==> src/lbide_pkg.sv <==
// lbide_pkg: constants for the local-bus ide host port
// assumes: one 125 MHz clock; all inputs synchronous to it
package lbide_pkg;
    localparam logic [13:0] LBIDE_BASE_CMD = 14'h007c;   // 1f0h..1f7h, address bits 15..2
    localparam logic [13:0] LBIDE_BASE_CTL = 14'h00fd;   // 3f4h..3f7h, address bits 15..2
    localparam int LBIDE_ACTIVE_CYC = 4;                 // strobe width before ready is sampled
    localparam int LBIDE_CNT_W = 4;
    typedef enum logic [2:0] {
        LBIDE_IDLE = 3'b000,
        LBIDE_STRB = 3'b001,
        LBIDE_HI1 = 3'b010,
        LBIDE_LO = 3'b011,
        LBIDE_HI2 = 3'b100,
        LBIDE_WAIT = 3'b101
    } lbide_state_t;
endpackage

==> src/lbide_lane.sv <==
// lbide_lane: steers one 16-bit host half onto the drive bus
// assumes: byte enables active low, selected half given by caller
`timescale 1ns/1ps
module lbide_lane (
    input wire logic [31:0] host_wdata, // host data in
    input wire logic [3:0] be_n,        // host byte enables, active low
    input wire logic upper,             // pick bits 31..16
    output logic [15:0] word,           // drive word, low byte on 7..0
    output logic any_lane               // at least one lane selected
);
    // unselected lanes give zero so they never reach the drive
    always_comb begin
        if (upper) begin
            word = {be_n[3] ? 8'h00 : host_wdata[31:24], be_n[2] ? 8'h00 : host_wdata[23:16]};
            any_lane = ~(be_n[3] & be_n[2]);
        end else begin
            word = {be_n[1] ? 8'h00 : host_wdata[15:8], be_n[0] ? 8'h00 : host_wdata[7:0]};
            any_lane = ~(be_n[1] & be_n[0]);
        end
    end
endmodule

==> src/lbide_host_port.sv <==
// lbide_host_port: local-bus host port of an ide controller
// assumes: host cycle starts with ads_n low for one clock; bus clock is clk
`timescale 1ns/1ps
////////////////////////////////////////////////////////////////////////////////
// What this block does
// - drive data driven only during write strobe
// - drive bits 7..0 low byte, 15..8 high
// - whole port except drive reset works only while enable high
// - host bus 32 bits, byte enables pick lanes
// - host data driven only in read T2
// - interrupt follows drive irq when enabled, else floats
// - claim output decoded from address and qualifiers
// - ready: drive high, low one state, high, release
// - mode select high means pci mode
// - track cpu ready to stay in step
// - write/read and memory/io qualifiers steer handling
// - clocked by host clock, reset by srst; cpu reset pin only feeds drive reset
// - claim only i/o, not acknowledge or halt
// - drive reset is a registered copy of host reset
// - extend cycle while drive ready low
// - drive strobes high when inactive
module lbide_host_port (
    input wire logic clk,                        // host bus clock
    input wire logic srst,                       // reset, active high
    input wire logic host_reset_n,               // cpu reset pin
    input wire logic bus_mode_select,            // high selects pci mode
    input wire logic controller_enable_in,       // high enables port
    input wire logic [13:0] host_address_bus,    // host address 15..2
    input wire logic [3:0] host_byte_enables_n,  // byte lanes, active low
    input wire logic memory_io_qualifier,        // high memory, low i/o
    input wire logic data_control_qualifier,     // high data, low ack/halt
    input wire logic write_read_qualifier,       // high write
    input wire logic ads_n,                      // cycle start, active low
    input wire logic cpu_ready_n,                // cpu ready, active low
    input wire logic [31:0] host_data_in,        // host data pins in
    output logic [31:0] host_data_out,           // host data pins out
    output logic host_data_oe,                   // host data drive enable
    output logic local_device_claim_n,           // claim out, low active
    output logic local_device_claim_oe,          // claim drive enable
    output logic local_ready_n,                  // ready out, low active
    output logic local_ready_oe,                 // ready drive enable
    output logic irq_out,                        // system interrupt level
    output logic irq_oe,                         // interrupt drive enable
    input wire logic drive_interrupt_in,         // drive interrupt
    input wire logic drive_ready_in,             // drive ready
    input wire logic [15:0] drive_data_in,       // drive data pins in
    output logic [15:0] drive_data_out,          // drive data pins out
    output logic drive_data_oe,                  // drive data enable
    output logic drive_read_strobe_n,            // drive read strobe
    output logic drive_write_strobe_n,           // drive write strobe
    output logic drive_reset_n                   // drive reset
);
    ////////////////////////////////////////////////////////////////////////////
    lbide_pkg::lbide_state_t state_q;
    logic [lbide_pkg::LBIDE_CNT_W-1:0] cnt_q;
    logic active;
    logic hit;
    logic is_write_q;
    logic upper_q;
    logic [3:0] be_q;
    logic [31:0] wdata_q;
    logic [15:0] lane_word;
    logic lane_any;
    logic [15:0] lane_word_q;

    // vl mode and enable pin together gate everything but drive reset
    assign active = ~bus_mode_select & controller_enable_in;
    // only i/o data cycles to our ports are claimed
    assign hit = active & ~memory_io_qualifier & data_control_qualifier
        & ((host_address_bus[13:1] == lbide_pkg::LBIDE_BASE_CMD[13:1])
           | (host_address_bus == lbide_pkg::LBIDE_BASE_CTL));

    lbide_lane u_lane (
        .host_wdata(wdata_q),
        .be_n(be_q),
        .upper(upper_q),
        .word(lane_word),
        .any_lane(lane_any)
    );

    ////////////////////////////////////////////////////////////////////////////
    // claim output registered so the glitch window stays inside one clock
    always_ff @(posedge clk) begin
        if (srst) begin
            local_device_claim_n <= 1'b1;
            local_device_claim_oe <= 1'b0;
        end else begin
            local_device_claim_n <= ~hit;
            local_device_claim_oe <= hit;
        end
    end

    // interrupt follows drive line, floats when disabled
    always_ff @(posedge clk) begin
        if (srst) begin
            irq_out <= 1'b0;
            irq_oe <= 1'b0;
        end else begin
            irq_out <= drive_interrupt_in;
            irq_oe <= active;
        end
    end

    // drive reset copies the cpu reset pin
    always_ff @(posedge clk) begin
        if (srst) begin
            drive_reset_n <= 1'b0;
        end else begin
            drive_reset_n <= host_reset_n;
        end
    end

    ////////////////////////////////////////////////////////////////////////////
    // cycle sequencer: strobe, wait drive ready, then ready handshake
    always_ff @(posedge clk) begin
        if (srst) begin
            state_q <= lbide_pkg::LBIDE_IDLE;
            cnt_q <= '0;
            is_write_q <= 1'b0;
            upper_q <= 1'b0;
            be_q <= 4'hf;
            wdata_q <= 32'h0000_0000;
        end else if (!active) begin
            state_q <= lbide_pkg::LBIDE_IDLE;
        end else begin
            case (state_q)
                lbide_pkg::LBIDE_IDLE: begin
                    if (!ads_n && hit && !(&host_byte_enables_n)) begin
                        state_q <= lbide_pkg::LBIDE_STRB;
                        cnt_q <= 4'(lbide_pkg::LBIDE_ACTIVE_CYC - 1);
                        is_write_q <= write_read_qualifier;
                        upper_q <= host_byte_enables_n[1:0] == 2'b11;
                        be_q <= host_byte_enables_n;
                        wdata_q <= host_data_in;
                    end
                end
                lbide_pkg::LBIDE_STRB: begin
                    if (cnt_q != '0) begin
                        cnt_q <= cnt_q - 4'h1;
                    end else if (drive_ready_in) begin
                        state_q <= lbide_pkg::LBIDE_HI1;
                    end else begin
                        state_q <= lbide_pkg::LBIDE_WAIT;
                    end
                end
                lbide_pkg::LBIDE_WAIT: begin
                    if (drive_ready_in) begin
                        state_q <= lbide_pkg::LBIDE_HI1;
                    end
                end
                lbide_pkg::LBIDE_HI1: state_q <= lbide_pkg::LBIDE_LO;
                lbide_pkg::LBIDE_LO: state_q <= lbide_pkg::LBIDE_HI2;
                lbide_pkg::LBIDE_HI2: state_q <= lbide_pkg::LBIDE_IDLE;
                default: state_q <= lbide_pkg::LBIDE_IDLE;
            endcase
            // cpu ready seen while busy means the host moved on: resync
            // only the strobe phase aborts: a launched ready pulse runs to its end
            if (!cpu_ready_n && (state_q == lbide_pkg::LBIDE_STRB
                || state_q == lbide_pkg::LBIDE_WAIT)) begin
                state_q <= lbide_pkg::LBIDE_IDLE;
            end
        end
    end

    // sample the drive word on every strobe cycle; the last one is held
    always_ff @(posedge clk) begin
        if (srst) begin
            lane_word_q <= 16'h0000;
        end else if (state_q == lbide_pkg::LBIDE_STRB || state_q == lbide_pkg::LBIDE_WAIT) begin
            lane_word_q <= drive_data_in;
        end
    end

    ////////////////////////////////////////////////////////////////////////////
    // drive strobes and data, idle high / released
    always_ff @(posedge clk) begin
        if (srst) begin
            drive_read_strobe_n <= 1'b1;
            drive_write_strobe_n <= 1'b1;
            drive_data_out <= 16'h0000;
            drive_data_oe <= 1'b0;
        end else begin
            drive_read_strobe_n <= ~(active && !is_write_q && lane_any
                && (state_q == lbide_pkg::LBIDE_STRB || state_q == lbide_pkg::LBIDE_WAIT)
                && cpu_ready_n);
            drive_write_strobe_n <= ~(active && is_write_q && lane_any
                && (state_q == lbide_pkg::LBIDE_STRB || state_q == lbide_pkg::LBIDE_WAIT)
                && cpu_ready_n);
            drive_data_out <= lane_word;
            drive_data_oe <= active && is_write_q && lane_any && cpu_ready_n
                && (state_q == lbide_pkg::LBIDE_STRB || state_q == lbide_pkg::LBIDE_WAIT);
        end
    end

    // local ready: driven high, low for one state, high, then released
    always_ff @(posedge clk) begin
        if (srst) begin
            local_ready_n <= 1'b1;
            local_ready_oe <= 1'b0;
        end else begin
            local_ready_n <= ~(active && state_q == lbide_pkg::LBIDE_HI1);
            local_ready_oe <= active && (((state_q == lbide_pkg::LBIDE_STRB
                || state_q == lbide_pkg::LBIDE_WAIT) && cpu_ready_n)
                || state_q == lbide_pkg::LBIDE_HI1 || state_q == lbide_pkg::LBIDE_LO);
        end
    end

    // host data driven only in read T2 (ready low state), word on both halves
    always_ff @(posedge clk) begin
        if (srst) begin
            host_data_out <= 32'h0000_0000;
            host_data_oe <= 1'b0;
        end else begin
            host_data_out <= {lane_word_q, lane_word_q};
            host_data_oe <= active && !is_write_q && state_q == lbide_pkg::LBIDE_HI1;
        end
    end
endmodule

==> config.mk <==
export PLATFORM = sky130hd
export DESIGN_NAME = lbide_host_port
export DESIGN_NICKNAME = d
export VERILOG_FILES = /design/src/lbide_pkg.sv /design/src/lbide_lane.sv /design/src/lbide_host_port.sv
export SDC_FILE = /design/constraint.sdc
export NUM_CORES = 1
export LEC_CHECK = 0
export ABC_AREA = 1
export BUFFER_PORTS_ARGS = -buffer_cell sky130_fd_sc_hd__buf_2
export CORE_UTILIZATION = 50
export CTS_CLUSTER_SIZE = 20
export DETAILED_ROUTE_END_ITERATION = 6
export GPL_ROUTABILITY_DRIVEN = 0
export PLACE_DENSITY = 0.79
export SLEW_MARGIN = 20
export SYNTH_ARGS = -nofsm -noshare
export SYNTH_HDL_FRONTEND = slang
export SYNTH_SLANG_ARGS = --single-unit
==> constraint.sdc <==
create_clock -name clk -period 2 [get_ports clk]
set_clock_uncertainty 0.2 [all_clocks]
set_input_delay 0.2 -clock clk [delete_from_list [all_inputs] [get_ports clk]]
set_output_delay 0.2 -clock clk [all_outputs]
set_load 0.005 [all_outputs]
* After elaboration in Yosys (flattened, before gate mapping)
Index checks and enable logic that the tools add are counted.
** Storage, ports and cells
- Output and inout port bits :: 59
- Register bits after elaboration :: 120
- Bits of input ports :: 78
- Logic and storage cells :: 94
** Operators by class
- Reduce and logical (&&, ||, !) cells :: 32
- Bitwise logic cells :: 16
- Add/sub/neg operators :: 1
- Mux-type cells :: 14
- Equality and inequality tests :: 11
** Operators with widths (count)
- $mux W8 :: 4
- $logic_and A1 B1 Y1 :: 17
- $mux W16 :: 1
- $pmux W3 S5 :: 1
- $eq A14 B8 Y1 const B :: 1
- $eq A13 B6 Y1 const B :: 1
- $mux W3 :: 4
- $not A1 Y1 :: 9
- $mux W4 :: 2
- $ne A2 B2 Y1 const B :: 4
- $pmux W4 S2 :: 1
- $reduce_and A4 Y1 :: 2
- $and A1 B1 Y1 :: 6
- $eq A3 B2 Y1 const B :: 2
- $reduce_and A3 Y1 :: 2
- $logic_not A1 Y1 :: 4
- $reduce_bool A4 Y1 :: 1
- $sub A4 B1 Y4 const B :: 1
- $eq A3 B1 Y1 const B :: 1
- $eq A3 B3 Y1 const B :: 1
- $logic_not A3 Y1 :: 1
- $logic_or A1 B1 Y1 :: 3
- $reduce_or A3 Y1 :: 1
- $eq A2 B2 Y1 const B :: 1
- other kinds (3) :: 3

* Longest topological paths before layout
Gate-level depths: netlist of run 1.
- Word-level depth :: 9
- Mapped depth :: 12
- Gate-level depth less buffers :: 11

* Cells and area by module
Synthesis of run 1 repeated with hierarchy kept, for this count alone.
** Second synthesis, totals
- Cell total of the unflattened synthesis :: 591
- Area, all modules :: 4226.6 um^2
** Modules (own cells, without submodules)
- lbide_host_port :: cells each 531, instances 1, area an instance 3962.6 um^2, sequential area each 2082.0 um^2
- lbide_lane :: cells each 60, instances 1, area an instance 264.0 um^2, sequential area each 0.0 um^2

* Worst setup path before layout of run 1
Ideal clock, no wire load.
- Path type :: register to register
- From :: register state_q[2]
- To :: register wdata_q[25]
- Library setup time :: 113 ps
- Buffers on the path :: 1
- Data arrival time :: 1233 ps
- Data required time :: 1687 ps
- Period minus slack after synthesis :: 1545 ps
- Stages on the path, launching flop included :: 8
- Slack :: 455 ps
- Cells stage by stage :: dfxtp_1 inv_2 nand3_2 nor2_2 nand3_4 buf_2 nor2_1 nor2_1
** Between the ends
- Cells in the longest elaborated chain, start to end :: 2
** RTL lines
- start, declared :: line lbide_host_port.sv:54 : lbide_pkg::lbide_state_t state_q;
- start signal, assigned :: line lbide_host_port.sv:117 : state_q <= lbide_pkg::LBIDE_IDLE;
- start signal, assigned :: line lbide_host_port.sv:124 : state_q <= lbide_pkg::LBIDE_IDLE;
- start signal, assigned :: line lbide_host_port.sv:129 : state_q <= lbide_pkg::LBIDE_STRB;
- $logic_not A3 Y1 :: line lbide_host_port.sv:126 : case (state_q)
- $reduce_and A3 Y1 (no line)
- end signal, assigned :: line lbide_host_port.sv:134 : wdata_q <= host_data_in;
- end, declared :: line lbide_host_port.sv:61 : logic [31:0] wdata_q;
No other way between the ends.
A chain may end at the register's enable or synchronous reset.

* Worst setup path in the final report of run 1
- From :: register state_q[2]
- To :: register be_q[2]
** Between the ends
- Cells in the longest elaborated chain, start to end :: 2
** RTL lines
- $logic_not A3 Y1 :: line lbide_host_port.sv:126
- $reduce_and A3 Y1 (no line)
- end signal, assigned :: line lbide_host_port.sv:133 : be_q <= host_byte_enables_n;
- end, declared :: line lbide_host_port.sv:60 : logic [3:0] be_q;
No other way between the ends.

==> out/summary.md, run 1 <==
Derived from the worst setup path, the maximum achievable clock frequency is 529 MHz. The most repeated cell in the gate-level netlist after synthesis was sky130_fd_sc_hd__nand2_1. The run gives 0.384 mV as the largest vdd supply drop. The kind of cell with the highest combined delay along the critical path is buffers and inverters. For the pin with the worst max-slew slack, the measured transition is 391 ps. The initial antenna violation count is 0. The layout cell share with drive strength beyond 1 was 23.9%; the endpoint arrival time on the critical path was 1980 ps. The tools report the net total in the final layout as 811. In the final routing, the length of wire on met1 measures 3880 um. Setup repair after global routing left no endpoint under its margin.

The share of synthesized area in the top cell type comes to 51.1%. The wire length on met3 came out at 434 um. The main combinational cell family by area after synthesis was simple AND/OR/NAND/NOR gates. The number of cells on the worst reg-to-reg path is 6.

Signal routing reaches up to met4. In the synthesized netlist the async set-or-reset flop fraction comes to 0%. In this run the worst setup path terminates at be_q[2].

Detailed placement finished with a half-perimeter wire length of 6040 um. The prevailing post-synth register cell is sky130_fd_sc_hd__dfxtp_1. For this configuration, the core starts out at a cell density of 52.2%. The fraction of the mapped netlist area in compound gates came out at 7.98%. Data on the critical path is required at its endpoint by 2090 ps.

After detailed routing, the number of vias per cell comes to 4.63. The count of input and output buffers came out at 136. The count of endpoints failing hold in the final timing report is 0, and the register clock-pin slew on the reported worst setup and hold paths is 100 ps.

The largest net degree at the start of global routing was 72; the remaining max-slew budget at the tightest pin was 73.9%. The static power due to leakage came out at 2.79 nW. For this block, the routed nets add up to 9600 um of wire. STA classifies the critical path endpoint as a register. Counting the buffers created by CTS gives 9.

The multiplexer share of the synthesized area is 0%, and the count of maximum capacitance violations is 0. The number of buffers and inverters on the critical path is 2. The synthesized netlist occupies a cell area of 4080 um^2. Once placement finished, the instance area stood at 4720 um^2.

The Yosys warning count was 0; the I/O pin total was 137. Compared with the post-synthesis result, the final layout area differs by 36.0%. From bottom edge to top edge, the die measures 92.3 um.

The number of enable-type register cells in the synthesized netlist works out to 0. After synthesis, the most frequently instantiated cells are sky130_fd_sc_hd__nand2_1 (130), sky130_fd_sc_hd__nor2_1 (110), sky130_fd_sc_hd__dfxtp_1 (104). The synthesized netlist devotes 27.3% of its cell area to simple gates. TritonCTS built the clock tree. Counting instances, the worst hold path has a depth of 4. For this block, the initial DRC count from the detailed router was 143. After technology mapping, the gate count stands at 554. After Yosys synthesis, XOR and XNOR cells account for 0% of the synthesized area.

The routed length on met2 was 4900 um; the ratio of total power to cell area was 678 nW/um^2. On the critical path, the stage with the largest delay is an instance of sky130_fd_sc_hd__dlygate4sd3_1. The total stage count of the critical path is 6. Setup total negative slack on the finished layout was measured at 0 ps. Post-synthesis cell type with the largest combined area: sky130_fd_sc_hd__dfxtp_1. The total routing resource utilization after global routing is 23.6%, and the die width is 92.3 um. After synthesis, the cell types taking the most area are sky130_fd_sc_hd__dfxtp_1 (51%), sky130_fd_sc_hd__nand2_1 (12%), sky130_fd_sc_hd__nor2_1 (10%). The number of global-route vias before repair is 3689, and the post-synth net total is 633.

Summing the sequential cell areas from Yosys gives 51.1% of the chip area. The path class of the tightest hold or removal check is in2reg. The H-tree depth was 3. For the clock tree buffer depth, the log shows 2.

The repair_antennas step left the layout with diodes totalling 0. The first-pass GRT wire length is 16000 um. The clock reaches the later pin of the worst-skew pair after 350 ps.

The endpoint identified for the worst register-to-register timing path is be_q[2]. The portion of the clock cycle consumed by the worst path in the final layout is 94.5%, and the sum of overflow across all layers after global routing is 0. The mean instance size in the synthesized netlist was 7.36 um^2.

The floorplan has 32 rows. The count of final max-slew check failures was 0. Summing internal, switching and leakage power gives 0.00376 W.

The startpoint identified for the worst register-to-register timing path is state_q[2]. The number of sinks handled by clock tree synthesis is 104. In the final routed layout, each cell accounts on average for 11.4 um. For the finished layout, the period the worst path requires is 1890 ps. Design area: 5540 um^2. The sort of element at the start of the critical path is a register. After Yosys synthesis, full adders, half adders and majority gates account for 0.307% of the synthesized area. The run finished with clean final reports. The run gives 0 as the final count of negative-setup-slack endpoints. The number of remaining DRC errors is 0. The pre-antenna-repair detailed-routing pass consisted of 4 iterations. The run gives 0 as the post-route antenna net violation count. The placeable core area is 7810 um^2. The synthesized design contains 104 register bits.

Walking the worst path, the cells encountered are inv_2, nand3_2, nor2_4, nand4_1, dlygate4sd3_1, nand3_1. Tracing the worst setup path back leads to its startpoint at state_q[2]. The reg2reg setup slack was 110 ps; the number of library cell types mapped by synthesis was 29. The critical path is of the reg2reg type. Along the worst path, the maximum fanout reaches 6.

Clock tree synthesis selected as its root buffer the cell sky130_fd_sc_hd__clkbuf_8. The delay contributed by the slowest stage of the critical path works out to 590 ps. The detailed router placed 3888 vias in this run. For the die outline area, the log shows 8520 um^2.
## cell families after synthesis
family                   count (synthesis)
AND/OR/NAND/NOR                        271
buffers and inverters                  117
flip-flops                             104
AO/OA/AOI/OAI                           61
adder cells (fa/ha/maj)                  1
## worst min path at each step
stage                      start       endpoint  slack (ps)
floorplan           host_reset_n  drive_reset_n         110
global placement    host_reset_n  drive_reset_n         200
detailed placement  host_reset_n  drive_reset_n         210
CTS                        ads_n        be_q[3]          10
global route               ads_n        be_q[3]          30
finish                     ads_n        be_q[3]          30
## state kept, by name, indices dropped and copies added (netlist names), 3 cells and up
name            cells
wdata_q            32
drive_data_out     16
host_data_out      16
lane_word_q        16
be_q                4
cnt_q               4
state_q             3
## power by group
group / switching [W] / total [W] / internal (W)
Combinational: 0.000101 / 0.000248 / 0.000147
Clock: 0.000718 / 0.00144 / 0.000718
Sequential: 0.000000700 / 0.00207 / 0.00207
## layout make-up
type,instances,area (um^2)
Tap cell,102,128
Clock inverter,7,101
Timing Repair Buffer,204,1350
Sequential cell,104,2080
Clock buffer,9,124
Fill cell,629,2260
Inverter,80,300
Multi-Input combinational cell,333,1460
## layout by cell type (no fill, tap or decap)
cell type,count
sky130_fd_sc_hd__buf_2,136
sky130_fd_sc_hd__nand2_1,130
sky130_fd_sc_hd__nor2_1,110
sky130_fd_sc_hd__dfxtp_1,104
sky130_fd_sc_hd__inv_1,74
sky130_fd_sc_hd__dlygate4sd3_1,59
sky130_fd_sc_hd__a21oi_1,38
sky130_fd_sc_hd__o21ai_0,18
sky130_fd_sc_hd__nand3_1,11
sky130_fd_sc_hd__clkbuf_8,9
sky130_fd_sc_hd__buf_4,8
sky130_fd_sc_hd__nand4_1,7
sky130_fd_sc_hd__inv_2,5
sky130_fd_sc_hd__nor2_4,5
sky130_fd_sc_hd__inv_6,3
sky130_fd_sc_hd__nor3_1,2
sky130_fd_sc_hd__clkinvlp_4,2
sky130_fd_sc_hd__bufinv_16,2
sky130_fd_sc_hd__and2_1,1
sky130_fd_sc_hd__nand3_2,1
sky130_fd_sc_hd__nand3_4,1
sky130_fd_sc_hd__clkinv_1,1
sky130_fd_sc_hd__nand2_2,1
sky130_fd_sc_hd__a211oi_1,1
sky130_fd_sc_hd__a21oi_4,1
sky130_fd_sc_hd__o31ai_1,1
sky130_fd_sc_hd__or2_2,1
sky130_fd_sc_hd__o22ai_1,1
sky130_fd_sc_hd__o211ai_1,1
sky130_fd_sc_hd__nand3b_1,1
sky130_fd_sc_hd__ha_1,1
sky130_fd_sc_hd__buf_12,1
## per-layer routing
| metal | vias up | global-route usage, % |
|---|---|---|
| met5 | - | 0 |
| li1 | 2012 | - |
| met1 | 1698 | 26.5 |
| met4 | 0 | 13.8 |
| met2 | 146 | 41.9 |
| met3 | 32 | 4.19 |
## timing repair
item	4_1_cts	5_1_grt
endpoints found under the setup margin	0	1
endpoints found under the hold margin	59	0
hold buffers	59	0
setup buffers	0	0
resized for setup	0	1
## worst min-delay path: stages
cell and delay [ps]:
sky130_fd_sc_hd__buf_2 100, sky130_fd_sc_hd__nor2_4 60, sky130_fd_sc_hd__nand4_1 100, sky130_fd_sc_hd__nand3_1 70
## through the flow
stage | hold slack [ps] | utilization (%) | setup slack [ps] | std cells
2_1_floorplan | 107 | - | 455 | 554
3_5_place_dp | 209 | 60.5 | 214 | 764
4_1_cts | 13.6 | 70.9 | 65.0 | 839
6_report | 31.9 | 71.0 | 111 | 839
5_1_grt | 33.0 | 71.0 | 9.99 | 839
3_3_place_gp | 204 | 60.5 | 288 | 764
Power figures use the tool's default switching activity.
==> inputs of run 2 (changes only) <==
--- a/config.mk
+++ b/config.mk
@@ -11,7 +11,7 @@
 export CTS_CLUSTER_SIZE = 20
 export DETAILED_ROUTE_END_ITERATION = 6
 export GPL_ROUTABILITY_DRIVEN = 0
-export PLACE_DENSITY = 0.79
+export PLACE_DENSITY_LB_ADDON = 0.3
 export SLEW_MARGIN = 20
 export SYNTH_ARGS = -nofsm -noshare
 export SYNTH_HDL_FRONTEND = slang
==> run 2 against run 1 <==
  * Count of clock-buffer cells in the layout did not move
  * Sequential power barely moved
  * Utilization barely moved
  * First-iteration DRC count fell by 15%
  * Combinational power barely moved
  * Critical endpoint is now be_q[0]
==> out/summary.md, run 2 (synthesis gave the netlist of run 1 again) <==
The count of endpoints failing hold in the final timing report came out at 0. The most common cell after layout, fill and taps aside was sky130_fd_sc_hd__buf_2. Clock latency on the worst-skew pair, taken at its later pin, is 360 ps. The tools report the net total in the final layout as 810. For the worst path required time, the log shows 2110 ps.

The count of input and output buffers was 136; the number of iterations in the first detailed-routing pass was 5. Setup repair after global routing left no endpoint under its margin. In this run the power density over the cells is 674 nW/um^2. In this run the register-to-register setup slack is 150 ps. The worst hold path was traced through 4 stages. The tools report the design area as 5550 um^2. The routed design could run at a clock period as short as 1850 ps. For the post-detailed-placement half-perimeter wirelength, the log shows 6040 um. TritonCTS built the clock tree. Dividing the detail-routed wire length by the instance count gives 11.4 um.

After detailed routing, the number of remaining DRC violations is 0. The analysis attributes to cell leakage a power of 2.79 nW. Antenna diode instance count: 0. In the finished design, the share of the clock period the worst path needs comes to 92.4%.

At the worst endpoint, the arrival time is 1950 ps. The initial antenna violation count is 0. The worst setup path is of the reg2reg kind.

The initial utilization of the core area, before any placement, comes to 52.2%. Compared with the post-synthesis result, the final layout area differs by 36.0%. Cell count of the worst reg-to-reg path: 6. The run gives 0 as the count of maximum capacitance violations. The flip-flop count of the largest register after layout was 32; the total routing resource utilization after global routing was 23.0%. Setup total negative slack on the finished layout was measured at 0 ps.

The root buffer cell was sky130_fd_sc_hd__clkbuf_8. The count of final max-slew check failures is 0, and the register clock-pin slew on the reported worst setup and hold paths is 100 ps. For this run, the top clock speed supported by timing is 541 MHz.

The layout cell share with drive strength beyond 1 is 24.0%, and the remaining max-slew budget at the tightest pin is 80.0%. For the die outline area, the log shows 8520 um^2. The first routing iteration left 121 violations.

Entering global routing, the biggest net connects 72 pins. After detailed routing, the total wire length is 9560 um. The number of global-route vias before repair was 3627; the via count was 3874. Counting flops per register, the top entry is wdata_q.

Y dimension of the die: 92.3 um. For this design the top-level I/O count stands at 137. Along the worst path, the maximum fanout reaches 6. After layout, the worst setup slack is 151 ps. The flow ran to the end, and the final reports show no timing, DRC or antenna violations.

The clock tree buffer depth was 2; the final count of negative-setup-slack endpoints was 0. The tools report the area of placed instances as 4730 um^2. Using the TritonRoute via totals, the vias-per-cell ratio works out to 4.62. At the placement stage, the worst setup path has a slack of 242 ps. The H-tree was split into 3 levels.

In this run the worst hold path is classified as in2reg. STA classifies the critical path startpoint as a register. Sum of overflow across all layers after global routing: 0. After filler insertion, the fill cell instance count of the layout stands at 647. The row count was 32. In this run the horizontal extent of the chip is 92.3 um. The logs give 7810 um^2 for the placeable core area and 104 for the number of sinks handled by clock tree synthesis. In this run the remaining antenna-violating nets after routing total 0. The first global-routing pass estimated 15500 um of wire. For the largest vdd supply drop, the log shows 0.315 mV. The top cell types in the final layout, fill and taps aside, are sky130_fd_sc_hd__buf_2 (136), sky130_fd_sc_hd__nand2_1 (129), sky130_fd_sc_hd__nor2_1 (110). The worst setup path is captured at a register.

The slew at the pin with the worst max-slew slack was 300 ps; the total clock buffers created by CTS was 9.
run 2: timing repair:
item / in CTS / in global routing
hold buffers: 59 / 0
resized for setup: 0 / 2
setup endpoints to repair: 0 / 2
setup buffers: 0 / 0
hold endpoints to repair: 65 / 0
run 2: layer usage:
layer / track usage (%) / share of wire [%] / up-vias
li1: - / - / 2005
met1: 25.8 / 43 / 1720
met2: 41.6 / 50 / 129
met3: 4.43 / 4.8 / 20
met4: 11.2 / 2.6 / 0
met5: 0 / 0 / -
run 2: worst max-delay path, cell delays in order, from the launching register on:
cell	delay, ps
sky130_fd_sc_hd__dfxtp_1	390
sky130_fd_sc_hd__inv_2	100
sky130_fd_sc_hd__nand3_2	150
sky130_fd_sc_hd__nor2_4	200
sky130_fd_sc_hd__nand4_1	110
sky130_fd_sc_hd__dlygate4sd3_1	570
sky130_fd_sc_hd__nand3_1	70
run 2: report_power, final:
part | internal, W | switching, W | total [W] | leakage [nW]
clock network | 0.000707 | 0.000705 | 0.00141 | 0.110
logic | 0.000148 | 0.000103 | 0.000251 | 1.84
registers | 0.00207 | 0.000000715 | 0.00207 | 0.838
total | 0.00293 | 0.000808 | 0.00374 | 2.79
run 2: final timing paths:
path / from / end
hold reg to reg: lane_word_q[4] / host_data_out[20]
setup reg to reg: state_q[2] / be_q[0]
setup / recovery: state_q[2] / be_q[0]
hold / removal: ads_n / be_q[2]
run 2: layout make-up:
class	count	area (um^2)	share of cell area (%)
well taps	102	128	2.30
flip-flops and latches	104	2080	37.5
clock buffers	9	124	2.23
repair buffers	203	1360	24.5
inverters	80	300	5.42
clock inverters	7	95.1	1.71
multi-input cells	333	1460	26.3
run 2: through the flow:
step	instances	power, W	hold slack, ps	utilization, %
after floorplan	554	0.00218	107	-
after global placement	763	0.00228	205	60.6
after detailed placement	763	0.00228	214	60.6
after CTS	838	0.00376	16.9	70.9
after global routing	838	0.00388	27.2	71.0
final	838	0.00374	28.7	71.0
